### src/rtcb_pkg.sv
// Purpose: Shared constants, types and BCD helpers for the calendar clock block
// Assumes: Kernel clock sources arrive as synchronous levels sampled on clk
// Notes:   All BCD fields are two packed digits, low digit in bits 3:0
package rtcb_pkg;
  localparam int          PRESC_W      = 20;
  localparam logic [19:0] PRESC_RST    = 20'h07fff;
  localparam logic [6:0]  FAST_DIV_END = 7'h7f;
  localparam logic [4:0]  CAL_HALF_END = 5'h1f;
  localparam logic [5:0]  REF50_END    = 6'h31;
  localparam logic [5:0]  REF60_END    = 6'h3b;
  localparam logic [1:0]  REF_MISS_MAX = 2'h2;
  localparam int          BKP_N        = 20;
  localparam int          BKP_AW       = 5;
  localparam logic [7:0]  SEC_END      = 8'h59;
  localparam logic [7:0]  MIN_END      = 8'h59;
  localparam logic [7:0]  HOUR24_END   = 8'h23;
  localparam logic [7:0]  HOUR12_LAST  = 8'h11;
  localparam logic [7:0]  HOUR12_TOP   = 8'h12;
  localparam logic [7:0]  MONTH_END    = 8'h12;
  localparam logic [7:0]  YEAR_END     = 8'h99;
  localparam logic [2:0]  WDAY_END     = 3'h7;
  localparam logic [7:0]  TIME_RST     = 8'h00;
  localparam logic [7:0]  DATE_RST     = 8'h01;
  localparam logic [2:0]  WDAY_RST     = 3'h1;
  localparam logic [7:0]  HOUR12_RST   = 8'h01;

  typedef enum logic [1:0] {
    RTCB_CK_XTAL = 2'b00,
    RTCB_CK_LSRC = 2'b01,
    RTCB_CK_FAST = 2'b10
  } rtcb_cksrc_t;

  typedef enum logic [2:0] {
    RTCB_WK_DIV16 = 3'b000,
    RTCB_WK_DIV8  = 3'b001,
    RTCB_WK_DIV4  = 3'b010,
    RTCB_WK_DIV2  = 3'b011,
    RTCB_WK_SEC   = 3'b100
  } rtcb_wkres_t;

  function automatic logic [7:0] bcd_inc(input logic [7:0] v);
    if (v[3:0] == 4'h9) begin
      bcd_inc = {v[7:4] + 4'h1, 4'h0};
    end else begin
      bcd_inc = {v[7:4], v[3:0] + 4'h1};
    end
  endfunction : bcd_inc

  function automatic logic is_leap(input logic [7:0] y);
    if (y[4]) begin
      is_leap = (y[3:0] == 4'h2) || (y[3:0] == 4'h6);
    end else begin
      is_leap = (y[3:0] == 4'h0) || (y[3:0] == 4'h4) || (y[3:0] == 4'h8);
    end
  endfunction : is_leap

  function automatic logic [7:0] days_in_month(input logic [7:0] m, input logic [7:0] y);
    case (m)
      8'h02:                      days_in_month = is_leap(y) ? 8'h29 : 8'h28;
      8'h04, 8'h06, 8'h09, 8'h11: days_in_month = 8'h30;
      default:                    days_in_month = 8'h31;
    endcase
  endfunction : days_in_month
endpackage : rtcb_pkg

### src/rtcb_calendar.sv
// Purpose: BCD calendar clock with alarms, wakeup timer and backup store
// Assumes: Kernel clock inputs are slow levels, synchronous to clk
// Notes:   Behaviour
// Behaviour
// - Time and date held as BCD fields, hours in 12 or 24 hour form.
// - Date advances by month length, including leap February.
// - A detected 50 or 60 Hz reference may supply the seconds tick.
// - Alarm and periodic events can wake from Stop and Standby.
// - Sub-second count is readable in plain binary.
// - Kernel clock chosen from crystal, low-speed RC or fast clock over 128.
// - A 512 Hz calibration output can be driven.
// - Two alarm comparators with each field individually maskable.
// - 16-bit auto-reload down-counter gives periodic wakeup events.
// - 20-bit prescaler, reset value gives one second from 32.768 kHz.
// - Twenty 32-bit backup words are kept.
// - Backup words survive every reset and Standby wakeup.
// - Alarm words hold sub-second, second, minute, hour and day values.
// - The calendar keeps running in Stop and can wake from it.
// - Alarm, wakeup, tamper and stamp events route onto event lines.
// - Standby exit on events, reset pin, watchdog or wakeup pin rise.
// - Backup words retained through Standby.
`timescale 1ns/1ps
module rtcb_calendar
  import rtcb_pkg::*;
(
  input  wire logic                  clk,
  input  wire logic                  rstn,
  input  wire rtcb_pkg::rtcb_cksrc_t ckSel,
  input  wire logic                  ckXtal,
  input  wire logic                  ckLowRc,
  input  wire logic                  ckFastExt,
  input  wire logic                  prescWr,
  input  wire logic [19:0]           prescVal,
  input  wire logic                  refEn,
  input  wire logic                  ref60Hz,
  input  wire logic                  refIn,
  input  wire logic                  calEn,
  input  wire logic                  fmt12,
  input  wire logic                  setStb,
  input  wire logic [7:0]            setSec,
  input  wire logic [7:0]            setMin,
  input  wire logic [7:0]            setHour,
  input  wire logic                  setPm,
  input  wire logic [2:0]            setWday,
  input  wire logic [7:0]            setDate,
  input  wire logic [7:0]            setMonth,
  input  wire logic [7:0]            setYear,
  input  wire logic [1:0]            alarmEn,
  input  wire logic [1:0][19:0]      alarmSub,
  input  wire logic [1:0][7:0]       alarmSec,
  input  wire logic [1:0][7:0]       alarmMin,
  input  wire logic [1:0][7:0]       alarmHour,
  input  wire logic [1:0]            alarmPm,
  input  wire logic [1:0][7:0]       alarmDay,
  input  wire logic [1:0]            alarmWdSel,
  input  wire logic [1:0][4:0]       alarmMask,
  input  wire logic [1:0]            alarmClr,
  input  wire logic                  wkEn,
  input  wire rtcb_pkg::rtcb_wkres_t wkSel,
  input  wire logic [15:0]           wkReload,
  input  wire logic                  wkClr,
  input  wire logic                  tamperIn,
  input  wire logic                  tamperClr,
  input  wire logic                  stampIn,
  input  wire logic                  stampClr,
  input  wire logic [3:0]            evtRoute,
  input  wire logic                  extResetPinN,
  input  wire logic                  watchdogRst,
  input  wire logic                  wakeupPin,
  input  wire logic                  bkpWe,
  input  wire logic [BKP_AW-1:0]     bkpAddr,
  input  wire logic [31:0]           bkpWdata,
  output logic      [31:0]           bkpRdata_ff,
  output logic      [7:0]            sec_ff,
  output logic      [7:0]            min_ff,
  output logic      [7:0]            hour_ff,
  output logic                       pm_ff,
  output logic      [2:0]            wday_ff,
  output logic      [7:0]            date_ff,
  output logic      [7:0]            month_ff,
  output logic      [7:0]            year_ff,
  output logic      [19:0]           subSec_ff,
  output logic                       refDetected_ff,
  output logic                       calOut_ff,
  output logic      [1:0]            alarmFlag_ff,
  output logic                       wkFlag_ff,
  output logic                       tamperFlag_ff,
  output logic                       stampFlag_ff,
  output logic      [3:0]            evtLine_ff,
  output logic                       wakeStop_ff,
  output logic                       wakeStandby_ff
);
  logic        rstMeta_ff, rstSyncN;
  logic        ckPrev_ff, fastPrev_ff, refPrev_ff, kTick, refEdge, secTick;
  logic [6:0]  fastDiv_ff;
  logic        ckLevel, ckEdge;
  logic [19:0] prescReload_ff;
  logic [5:0]  refCnt_ff;
  logic [1:0]  refMiss_ff;
  logic        prescSec;
  logic [4:0]  calCnt_ff;
  logic [3:0]  kDiv_ff;
  logic        wkTick, wkEnPrev_ff;
  logic [15:0] wkCnt_ff;
  logic        tamperPrev_ff, stampPrev_ff, wakePinPrev_ff;
  logic [1:0]  alarmHit, alarmHitPrev_ff;
  logic [3:0]  evtSet;
  logic [7:0]  nxtSec, nxtMin, nxtHour;
  logic        nxtPm, dayCarry;
  logic [7:0]  monthDays;

  // Reset release through two flops; the async path only clears
  always_ff @(posedge clk or negedge rstn) begin
    if (!rstn) begin
      rstMeta_ff <= 1'b0;
      rstSyncN   <= 1'b0;
    end else begin
      rstMeta_ff <= 1'b1;
      rstSyncN   <= rstMeta_ff;
    end
  end

  // Kernel clock selection and edge detection
  always_comb begin
    unique case (ckSel)
      RTCB_CK_XTAL: ckLevel = ckXtal;
      RTCB_CK_LSRC: ckLevel = ckLowRc;
      RTCB_CK_FAST: ckLevel = (fastDiv_ff == FAST_DIV_END);
      default:      ckLevel = ckXtal;
    endcase
  end

  always_ff @(posedge clk or negedge rstSyncN) begin
    if (!rstSyncN) begin
      ckPrev_ff   <= 1'b0;
      fastPrev_ff <= 1'b0;
      fastDiv_ff  <= 7'h00;
      refPrev_ff  <= 1'b0;
    end else begin
      ckPrev_ff   <= ckLevel;
      fastPrev_ff <= ckFastExt;
      refPrev_ff  <= refIn;
      if (ckFastExt && !fastPrev_ff) begin
        fastDiv_ff <= fastDiv_ff + 7'h01;
      end
    end
  end

  assign ckEdge  = ckLevel && !ckPrev_ff;
  assign kTick   = ckEdge;
  assign refEdge = refIn && !refPrev_ff;

  // Prescaler; its count doubles as the binary sub-second value
  always_ff @(posedge clk or negedge rstSyncN) begin
    if (!rstSyncN) begin
      prescReload_ff <= PRESC_RST;
      subSec_ff      <= PRESC_RST;
    end else begin
      if (prescWr) begin
        prescReload_ff <= prescVal;
      end
      if (kTick) begin
        subSec_ff <= (subSec_ff == 20'h00000) ? prescReload_ff : subSec_ff - 20'h00001;
      end
    end
  end

  assign prescSec = kTick && (subSec_ff == 20'h00000);

  // Reference detection: lost after two prescaler seconds without an edge
  always_ff @(posedge clk or negedge rstSyncN) begin
    if (!rstSyncN) begin
      refCnt_ff      <= 6'h00;
      refMiss_ff     <= 2'h3;
      refDetected_ff <= 1'b0;
    end else begin
      if (refEdge) begin
        refMiss_ff <= 2'h0;
        refCnt_ff  <= (refCnt_ff == (ref60Hz ? REF60_END : REF50_END)) ? 6'h00 : refCnt_ff + 6'h01;
      end else if (prescSec && refMiss_ff != 2'h3) begin
        refMiss_ff <= refMiss_ff + 2'h1;
      end
      refDetected_ff <= (refMiss_ff < REF_MISS_MAX);
    end
  end

  // Reference takes over the seconds tick only while it is present
  assign secTick = (refEn && refDetected_ff)
                 ? (refEdge && refCnt_ff == (ref60Hz ? REF60_END : REF50_END))
                 : prescSec;

  // Time-of-day roll-over
  always_comb begin
    nxtSec   = sec_ff;
    nxtMin   = min_ff;
    nxtHour  = hour_ff;
    nxtPm    = pm_ff;
    dayCarry = 1'b0;
    if (secTick) begin
      if (sec_ff == SEC_END) begin
        nxtSec = TIME_RST;
        if (min_ff == MIN_END) begin
          nxtMin = TIME_RST;
          if (!fmt12) begin
            nxtHour  = (hour_ff == HOUR24_END) ? TIME_RST : bcd_inc(hour_ff);
            dayCarry = (hour_ff == HOUR24_END);
          end else if (hour_ff == HOUR12_LAST) begin
            nxtHour  = HOUR12_TOP;
            nxtPm    = !pm_ff;
            dayCarry = pm_ff;
          end else begin
            nxtHour = (hour_ff == HOUR12_TOP) ? HOUR12_RST : bcd_inc(hour_ff);
          end
        end else begin
          nxtMin = bcd_inc(min_ff);
        end
      end else begin
        nxtSec = bcd_inc(sec_ff);
      end
    end
  end

  always_ff @(posedge clk or negedge rstSyncN) begin
    if (!rstSyncN) begin
      sec_ff  <= TIME_RST;
      min_ff  <= TIME_RST;
      hour_ff <= TIME_RST;
      pm_ff   <= 1'b0;
    end else if (setStb) begin
      sec_ff  <= setSec;
      min_ff  <= setMin;
      hour_ff <= setHour;
      pm_ff   <= setPm;
    end else begin
      sec_ff  <= nxtSec;
      min_ff  <= nxtMin;
      hour_ff <= nxtHour;
      pm_ff   <= nxtPm;
    end
  end

  assign monthDays = days_in_month(month_ff, year_ff);

  // Date roll-over by month length
  always_ff @(posedge clk or negedge rstSyncN) begin
    if (!rstSyncN) begin
      wday_ff  <= WDAY_RST;
      date_ff  <= DATE_RST;
      month_ff <= DATE_RST;
      year_ff  <= TIME_RST;
    end else if (setStb) begin
      wday_ff  <= setWday;
      date_ff  <= setDate;
      month_ff <= setMonth;
      year_ff  <= setYear;
    end else if (dayCarry) begin
      wday_ff <= (wday_ff == WDAY_END) ? WDAY_RST : wday_ff + 3'h1;
      if (date_ff == monthDays) begin
        date_ff <= DATE_RST;
        if (month_ff == MONTH_END) begin
          month_ff <= DATE_RST;
          year_ff  <= (year_ff == YEAR_END) ? TIME_RST : bcd_inc(year_ff);
        end else begin
          month_ff <= bcd_inc(month_ff);
        end
      end else begin
        date_ff <= bcd_inc(date_ff);
      end
    end
  end

  // 512 Hz is the kernel tick over 64: toggle every 32 ticks
  always_ff @(posedge clk or negedge rstSyncN) begin
    if (!rstSyncN) begin
      calCnt_ff <= 5'h00;
      calOut_ff <= 1'b0;
    end else if (!calEn) begin
      calCnt_ff <= 5'h00;
      calOut_ff <= 1'b0;
    end else if (kTick) begin
      calCnt_ff <= calCnt_ff + 5'h01;
      if (calCnt_ff == CAL_HALF_END) begin
        calOut_ff <= !calOut_ff;
      end
    end
  end

  // Alarm compare; a masked field always matches
  always_comb begin
    for (int i = 0; i < 2; i++) begin
      alarmHit[i] = alarmEn[i]
        && (alarmMask[i][0] || alarmSec[i] == sec_ff)
        && (alarmMask[i][1] || alarmMin[i] == min_ff)
        && (alarmMask[i][2] || (alarmHour[i] == hour_ff && (!fmt12 || alarmPm[i] == pm_ff)))
        && (alarmMask[i][3] || (alarmWdSel[i] ? alarmDay[i] == {5'h00, wday_ff}
                                              : alarmDay[i] == date_ff))
        && (alarmMask[i][4] || alarmSub[i] == subSec_ff);
    end
  end

  // Wakeup timer resolution
  always_comb begin
    unique case (wkSel)
      RTCB_WK_DIV16: wkTick = kTick && (kDiv_ff == 4'hf);
      RTCB_WK_DIV8:  wkTick = kTick && (kDiv_ff[2:0] == 3'h7);
      RTCB_WK_DIV4:  wkTick = kTick && (kDiv_ff[1:0] == 2'h3);
      RTCB_WK_DIV2:  wkTick = kTick && kDiv_ff[0];
      RTCB_WK_SEC:   wkTick = secTick;
      default:       wkTick = secTick;
    endcase
  end

  always_ff @(posedge clk or negedge rstSyncN) begin
    if (!rstSyncN) begin
      kDiv_ff     <= 4'h0;
      wkEnPrev_ff <= 1'b0;
      wkCnt_ff    <= 16'h0000;
    end else begin
      wkEnPrev_ff <= wkEn;
      if (kTick) begin
        kDiv_ff <= kDiv_ff + 4'h1;
      end
      if (wkEn && !wkEnPrev_ff) begin
        wkCnt_ff <= wkReload;
      end else if (wkEn && wkTick) begin
        wkCnt_ff <= (wkCnt_ff == 16'h0000) ? wkReload : wkCnt_ff - 16'h0001;
      end
    end
  end

  assign evtSet[0] = |(alarmHit & ~alarmHitPrev_ff);
  assign evtSet[1] = wkEn && wkEnPrev_ff && wkTick && (wkCnt_ff == 16'h0000);
  assign evtSet[2] = tamperIn && !tamperPrev_ff;
  assign evtSet[3] = stampIn && !stampPrev_ff;

  // Sticky event flags: a new event wins over a same-cycle clear
  always_ff @(posedge clk or negedge rstSyncN) begin
    if (!rstSyncN) begin
      alarmHitPrev_ff <= 2'b00;
      alarmFlag_ff    <= 2'b00;
      wkFlag_ff       <= 1'b0;
      tamperFlag_ff   <= 1'b0;
      stampFlag_ff    <= 1'b0;
      tamperPrev_ff   <= 1'b0;
      stampPrev_ff    <= 1'b0;
    end else begin
      alarmHitPrev_ff <= alarmHit;
      tamperPrev_ff   <= tamperIn;
      stampPrev_ff    <= stampIn;
      alarmFlag_ff    <= (alarmHit & ~alarmHitPrev_ff) | (alarmFlag_ff & ~alarmClr);
      wkFlag_ff       <= evtSet[1] || (wkFlag_ff && !wkClr);
      tamperFlag_ff   <= evtSet[2] || (tamperFlag_ff && !tamperClr);
      stampFlag_ff    <= evtSet[3] || (stampFlag_ff && !stampClr);
    end
  end

  // Event line pulses and wake requests
  always_ff @(posedge clk or negedge rstSyncN) begin
    if (!rstSyncN) begin
      evtLine_ff     <= 4'h0;
      wakeStop_ff    <= 1'b0;
      wakeStandby_ff <= 1'b0;
      wakePinPrev_ff <= 1'b0;
    end else begin
      wakePinPrev_ff <= wakeupPin;
      evtLine_ff     <= evtRoute & evtSet;
      wakeStop_ff    <= |(evtRoute & evtSet);
      wakeStandby_ff <= (|evtSet) || !extResetPinN || watchdogRst
                     || (wakeupPin && !wakePinPrev_ff);
    end
  end

  // Store has no reset path so nothing but a write changes it
  rtcb_backup_mem u_bkp (
    .clk      (clk),
    .we       (bkpWe),
    .addr     (bkpAddr),
    .wdata    (bkpWdata),
    .rdata_ff (bkpRdata_ff)
  );
endmodule : rtcb_calendar

### src/rtcb_backup_mem.sv
// Purpose: Retained backup word store
// Assumes: Writes beyond the last word are dropped
// Notes:   No reset reaches the array, so no reset kind can clear it
`timescale 1ns/1ps
module rtcb_backup_mem
  import rtcb_pkg::*;
(
  input  wire logic              clk,
  input  wire logic              we,
  input  wire logic [BKP_AW-1:0] addr,
  input  wire logic [31:0]       wdata,
  output logic      [31:0]       rdata_ff
);
  logic [31:0] mem [BKP_N];

  always_ff @(posedge clk) begin
    if (we && (addr < BKP_AW'(BKP_N))) begin
      mem[addr] <= wdata;
    end
  end

  always_ff @(posedge clk) begin
    rdata_ff <= (addr < BKP_AW'(BKP_N)) ? mem[addr] : 32'h0000_0000;
  end
endmodule : rtcb_backup_mem

### config.mk
export PLATFORM = sky130hd
export DESIGN_NAME = rtcb_calendar
export DESIGN_NICKNAME = d
export VERILOG_FILES = /design/src/rtcb_pkg.sv /design/src/rtcb_calendar.sv /design/src/rtcb_backup_mem.sv
export SDC_FILE = /design/constraint.sdc
export NUM_CORES = 1
export LEC_CHECK = 0
export ABC_AREA = 1
export ABC_CLOCK_PERIOD_IN_PS = 14200
export BUFFER_PORTS_ARGS = -buffer_cell sky130_fd_sc_hd__buf_2
export CAP_MARGIN = 20
export CORE_UTILIZATION = 30
export DETAILED_ROUTE_END_ITERATION = 10
export GPL_TIMING_DRIVEN = 0
export HOLD_SLACK_MARGIN = 0.15
export PLACE_DENSITY = 0.52
export SYNTH_ARGS = -nofsm -noshare
export SYNTH_HDL_FRONTEND = slang
export SYNTH_SLANG_ARGS = --single-unit
### constraint.sdc
create_clock -name clk -period 14.2 [get_ports clk]
set_clock_uncertainty 0.2 [all_clocks]
set_input_delay 0.71 -clock clk [delete_from_list [all_inputs] [get_ports clk]]
set_output_delay 0.71 -clock clk [all_outputs]
set_load 0.02 [all_outputs]
Yosys cells after proc, flatten, opt, wreduce, memory -nomap -nowiden
Memory sizes are Yosys's and may differ from the RTL's. A register that Yosys moved wholly into a read port is not among the register bits.
Cells that the tools add are included.
{ "classes": {"add_sub_neg": 20, "multipliers": 0, "n_div": 0, "magnitude_cmp": 2, "n_eq_ne": 52, "n_shift": 0, "mux": 71, "bitwise": 6, "reduce_logical": 105} }
{ "ops": {"columns": ["operator", "count"], "rows": [
  ["2-to-1 mux 8 bit", 33],
  ["equality test 8 bit", 9],
  ["adder 4 x 1 -> 4 bit, second input constant", 13],
  ["2-to-1 mux 16 bit", 3],
  ["equality test 20 bit", 2],
  ["logical AND 1 bit", 35],
  ["equality test 4 bit, second input constant", 8],
  ["equality test 8 x 5 -> 1 bit, second input constant", 4],
  ["2-to-1 mux 1 bit", 22],
  ["logical OR 1 bit", 21],
  ["zero test 20 bit", 1],
  ["2-to-1 mux 20 bit", 1],
  ["nonzero test 2 bit", 10],
  ["subtractor 20 x 1 -> 20 bit, second input constant", 1],
  ["equality test 8 x 3 -> 1 bit", 2],
  ["equality test 8 x 3 -> 1 bit, second input constant", 2],
  ["equality test 8 x 7 -> 1 bit, second input constant", 2],
  ["zero test 16 bit", 1],
  ["subtractor 16 x 1 -> 16 bit, second input constant", 1],
  ["zero test 1 bit", 15],
  ["nonzero test 3 bit", 5],
  ["AND reduction 3 bit", 4],
  ["2-to-1 mux 5 bit", 2],
  ["case mux 5 bit (2 select lines)", 1],
  ["other kinds (42)", 58]
]} }
{ "totals": {"ff_bits": 156, "latch_bits": 0, "mem_bits_rw": 640, "rom_bits": 0, "memories": 1} }
{ "mem_list": {"columns": ["memory", "depth", "word_bits", "read_ports", "rd_ports_with_merged_regs", "write_ports", "line_no", "rtl"], "rows": [
  ["u_bkp.mem", 20, 32, 1, 1, 1, "rtcb_backup_mem.sv:14", "logic [31:0] mem [BKP_N];"]
]} }

Depth between registers and ports, before layout
{ "depth": {"word_depth": 12, "ltp_mapped": 17, "ltp_nobuf": 16} }

Hierarchy
From an unflattened synthesis, not the netlist that was laid out.
{ "hier_totals": {"hier_cells": 3915, "hier_area_um2": 37724.9} }
{ "by_module_without_submodules": {"columns": ["module", "instances", "cells_each", "area_per_inst_um2", "seq_area_each_um2"], "rows": [
  ["rtcb_backup_mem", 1, 2385, 26899.5, 19859.0],
  ["rtcb_calendar", 1, 1530, 10825.4, 3947.5]
]} }

Worst setup path before layout
Ideal clock, no wire load.
{ "synth_path": {"kind": "input-to-reg", "startpoint": "in bkpAddr[0]", "endpoint": "mem u_bkp.mem[13][0] (enable)", "t_arrival_ps": 3173, "required_ps": 13579, "slack_ps": 10406, "path_stages": 7, "path_cell_list": "buf_2 inv_2 nor2_1 clkbuf_1 buf_2 nand2_1 nor2_1"} }
{ "synth_between": {"elab_chain_len": 4} }
{ "synth_rtl": {"columns": ["item", "line_no", "rtl"], "rows": [
  ["from (decl)", "rtcb_calendar.sv:71", "input wire logic [BKP_AW-1:0] bkpAddr,"],
  ["less-than comparator 5 bit", "rtcb_backup_mem.sv:17", "if (we && (addr < BKP_AW'(BKP_N))) begin"],
  ["logical AND 1 bit", "rtcb_backup_mem.sv:17", null],
  ["2-to-1 mux 1 bit", "rtcb_backup_mem.sv:17", null],
  ["2-to-1 mux 1 bit (implied by the code)", "rtcb_backup_mem.sv:18", "mem[addr] <= wdata;"],
  ["to (decl)", "rtcb_backup_mem.sv:14", null]
]} }
Several ways; a longest one is shown, not always the timed one.

Worst setup path after layout
{ "layout_path": {"startpoint": "in bkpAddr[0]", "endpoint": "mem u_bkp.mem[5][3] (enable)"} }
Same word-level chain as after synthesis.

==> run_results.csv <==
group,metric,value,unit
yosys,synth.top_cell.area_share,53.6,%
critical_path,startpoint_type,"primary input",
timing,hold_violations,0,
timing,fmaxAchievable,224,MHz
clocking,cts.sinks,828,
critical_path,cp-endpoint,"u_bkp.mem[5][3]$_DFFE_PP_",
placed_design,dp.cells,5111,
critical_path,crit_path_start,"bkpAddr[0]",
yosys,ys_ff_latch,828,
route,ant_nets,0,
placed_design,place_congestion,0.903,
floorplanning,io_pins,395,
clocking,path_clk_slew,60,ps
timing,period_minus_slack,4460,ps
placed_design,dp.final_hpwl,85300,um
layout,final_cell_count_no_fill,5349,
yosys,synth_largest_area_cell,"edfxtp_1",
route,dr.pass1.iters,6,
timing,maxSlewViolCount,0,
floorplanning,fp-row-count,126,
route,drc,0,
route,wl_per_cell,22.3,um
yosys,syn-cell-area,0.0358,sq mm
floorplanning,die_y,348,um
timing,timing.final.crit_share,31.4,%
critical_path,r2r-start,"subSec_ff[0]$_DFFE_PN1P_",
floorplanning,fp.coreArea,0.118,sq mm
route,drtIter0Drc,2182,
timing,setup_tns,0,ps
floorplanning,initial_utilization,30.3,%
yosys,ys.flop_type,"edfxtp_1",
yosys,synth_cell_type_count,55,
critical_path,cp-end-kind,"flop",
clocking,cts_buffers,93,
yosys,synth_area_leaders,"edfxtp_1, dfrtp_1, nand3_1",
clocking,root_buffer,"clkbuf_16",
yosys,yosysMostFrequentCell,"edfxtp_1",
global_route,antenna_found_initial,11,
critical_path,required,14380,ps
placed_design,place_area,0.0404,sq mm
critical_path,crit_fanout,21,
critical_path,arrival,4640,ps
timing,fin_ws,9740,ps
yosys,syn-num-nets,3473,
yosys,synth_edf_count,640,
layout,drive_above_1_share,18.1,%
yosys,ys_async_sr_fraction,18.8,%
worst_hold_path,hold_path_class,"reg2reg",
timing,setup_viol,0,
critical_path,reg2reg_slack,11470,ps
global_route,grt_pass1_vias,25600,
clocking,postCtsSetupRepairBufs,0,
clocking,hold_buffers,62,
yosys,synth_common_cells,"edfxtp_1, nand2_1, nand3_1",
clocking,clk_path_buf_depth,3,
critical_path,critPathKind,"in2reg",
clocking,clock_latency,680,ps
route,vias_per_cell,4.97,
timing,fin_hold_ws,153,ps
timing,slew_headroom,18.2,%
global_route,grt_pass1_wl,171000,um
placed_design,portBuffers,389,
global_route,grt_max_degree,46,
route,vias,26600,
timing,grt_setup_unrepaired,"no",
floorplanning,die-width,348,um
yosys,synthCells,3162,
yosys,synth-seq-area-share,66.4,%
worst_hold_path,holdPathStages,0,
global_route,track_usage,19.1,%
floorplanning,die_area,0.121,sq mm
power_and_ir_drop,ir_worst_vdd,0.127,mV
route,wirelength,119000,um
outcome,outcome,"completed",
clocking,tritoncts,"built",
layout,fin_area,0.0441,sq mm
yosys,avgSynthCellArea,11.3,sq um
layout,nNetsFinal,4043,
run,drv_cap,0,
yosys,yosys_warnings,0,
critical_path,r2r_end,"wkCnt_ff[6]$_DFFE_PN0P_",
clocking,cts-htree-levels,3,
power_and_ir_drop,leakage,16.8,nW
timing,tightestPinTransition,1220,ps
critical_path,r2r.worst_path.cells,14,
placed_design,place_ws,9040,ps
layout,area_growth,23.2,%
power_and_ir_drop,p_per_area,143,mW/mm^2
clocking,cts_resized,0,
global_route,overflow,0,
[through the flow]
stage | power (mW) | utilization [%]
finish | 6.31 | 37.3
global route | 6.56 | 37.3
CTS | 6.36 | 37.3
detailed placement | 3.89 | 34.2
global placement | 3.87 | 33.6
floorplan | 3.49 | -
[cell usage in the layout (no fill, tap or decap), types with 5 or more instances in the layout]
cell type and count:
edfxtp_1 640, nand2_1 549, nand3_1 528, buf_2 409, inv_1 203, a22oi_1 163, clkbuf_1 155, nor2_1 130
dfrtp_1 120, o21ai_0 116, clkbuf_16 93, a31oi_1 70, dlygate4sd3_1 61, a21oi_1 60, nor3_1 59, xor2_1 57
xnor2_1 54, dfstp_2 35, ha_1 33, dfxtp_1 32, nand4_1 22, nor2_4 20, clkinv_1 14, mux2_2 14
buf_12 14, clkinv_2 13, nand3b_1 10, buf_16 10, o211ai_1 9, o221ai_1 9, bufinv_16 9, clkbuf_8 9
inv_2 8, o21ai_2 7, nand3_4 5, nand2_4 5, buf_1 5
[critical path, cell delays in order]
cell and delay [ps]:
buf_2 330, inv_2 240, nor2_1 920, clkbuf_1 770
buf_2 470, nand2_1 280, nor2_4 570, buf_12 300
[registers in the layout, summed over array words and instances, names as in the netlist, 16 cells and up]
signal          count
u_bkp.mem         640
u_bkp.rdata_ff     32
prescReload_ff     20
subSec_ff          20
wkCnt_ff           16
[cell families (layout without fill, tap and decap cells)]
group / count (synthesis) / after routing / share of synthesized area [%]
AOI/OAI and AO/OA: 449 / 449 / 7.98
xor gates and xnor gates: 111 / 111 / 2.71
adders and majority gates: 33 / 33 / 1.15
buffers and inverters: 377 / 1025 / 4.21
DFF: 828 / 828 / 66.4
muxes: 14 / 14 / 0.440
other: 1 / 4 / 0.0105
and+or+nand+nor: 1349 / 1349 / 17.1
[layer usage]
metal	share of wire (%)	up-vias	global-route usage (%)	routed length [um]
li1	-	12500	-	-
met1	42	12900	24.6	50100
met2	47	1032	32.0	56500
met3	7.0	189	3.93	8340
met4	3.3	10	6.58	3950
met5	0.055	-	0	65
[power breakdown]
part / total, mW / switching, mW / internal [mW]
clock: 2.45 / 1.02 / 1.43
combinational: 0.945 / 0.618 / 0.326
sequential: 2.91 / 0.156 / 2.76
total: 6.31 / 1.79 / 4.51
[worst min-delay path by stage]
stage,startpoint,endpoint
floorplan,rstMeta_ff$_DFF_PN0_,rstSyncN$_DFF_PN0_
global placement,rstMeta_ff$_DFF_PN0_,rstSyncN$_DFF_PN0_
detailed placement,rstSyncN$_DFF_PN0_,sec_ff[4]$_DFFE_PN0P_
CTS,setDate[5],date_ff[5]$_DFFE_PN0P_
global route,setSec[0],sec_ff[0]$_DFFE_PN0P_
finish,rstMeta_ff$_DFF_PN0_,rstSyncN$_DFF_PN0_
[cell type report]
class / count / area [sq um]
Buffer: 160 / 671
Multi-Input combinational cell: 1957 / 10700
Clock buffer: 127 / 2540
Tap cell: 1536 / 1920
Sequential cell: 828 / 23800
Timing Repair Buffer: 475 / 3120
Antenna cell: 3 / 7.51
Fill cell: 11600 / 74100
Inverter: 217 / 837
Clock inverter: 46 / 578
(Power assumes the default switching activity.)
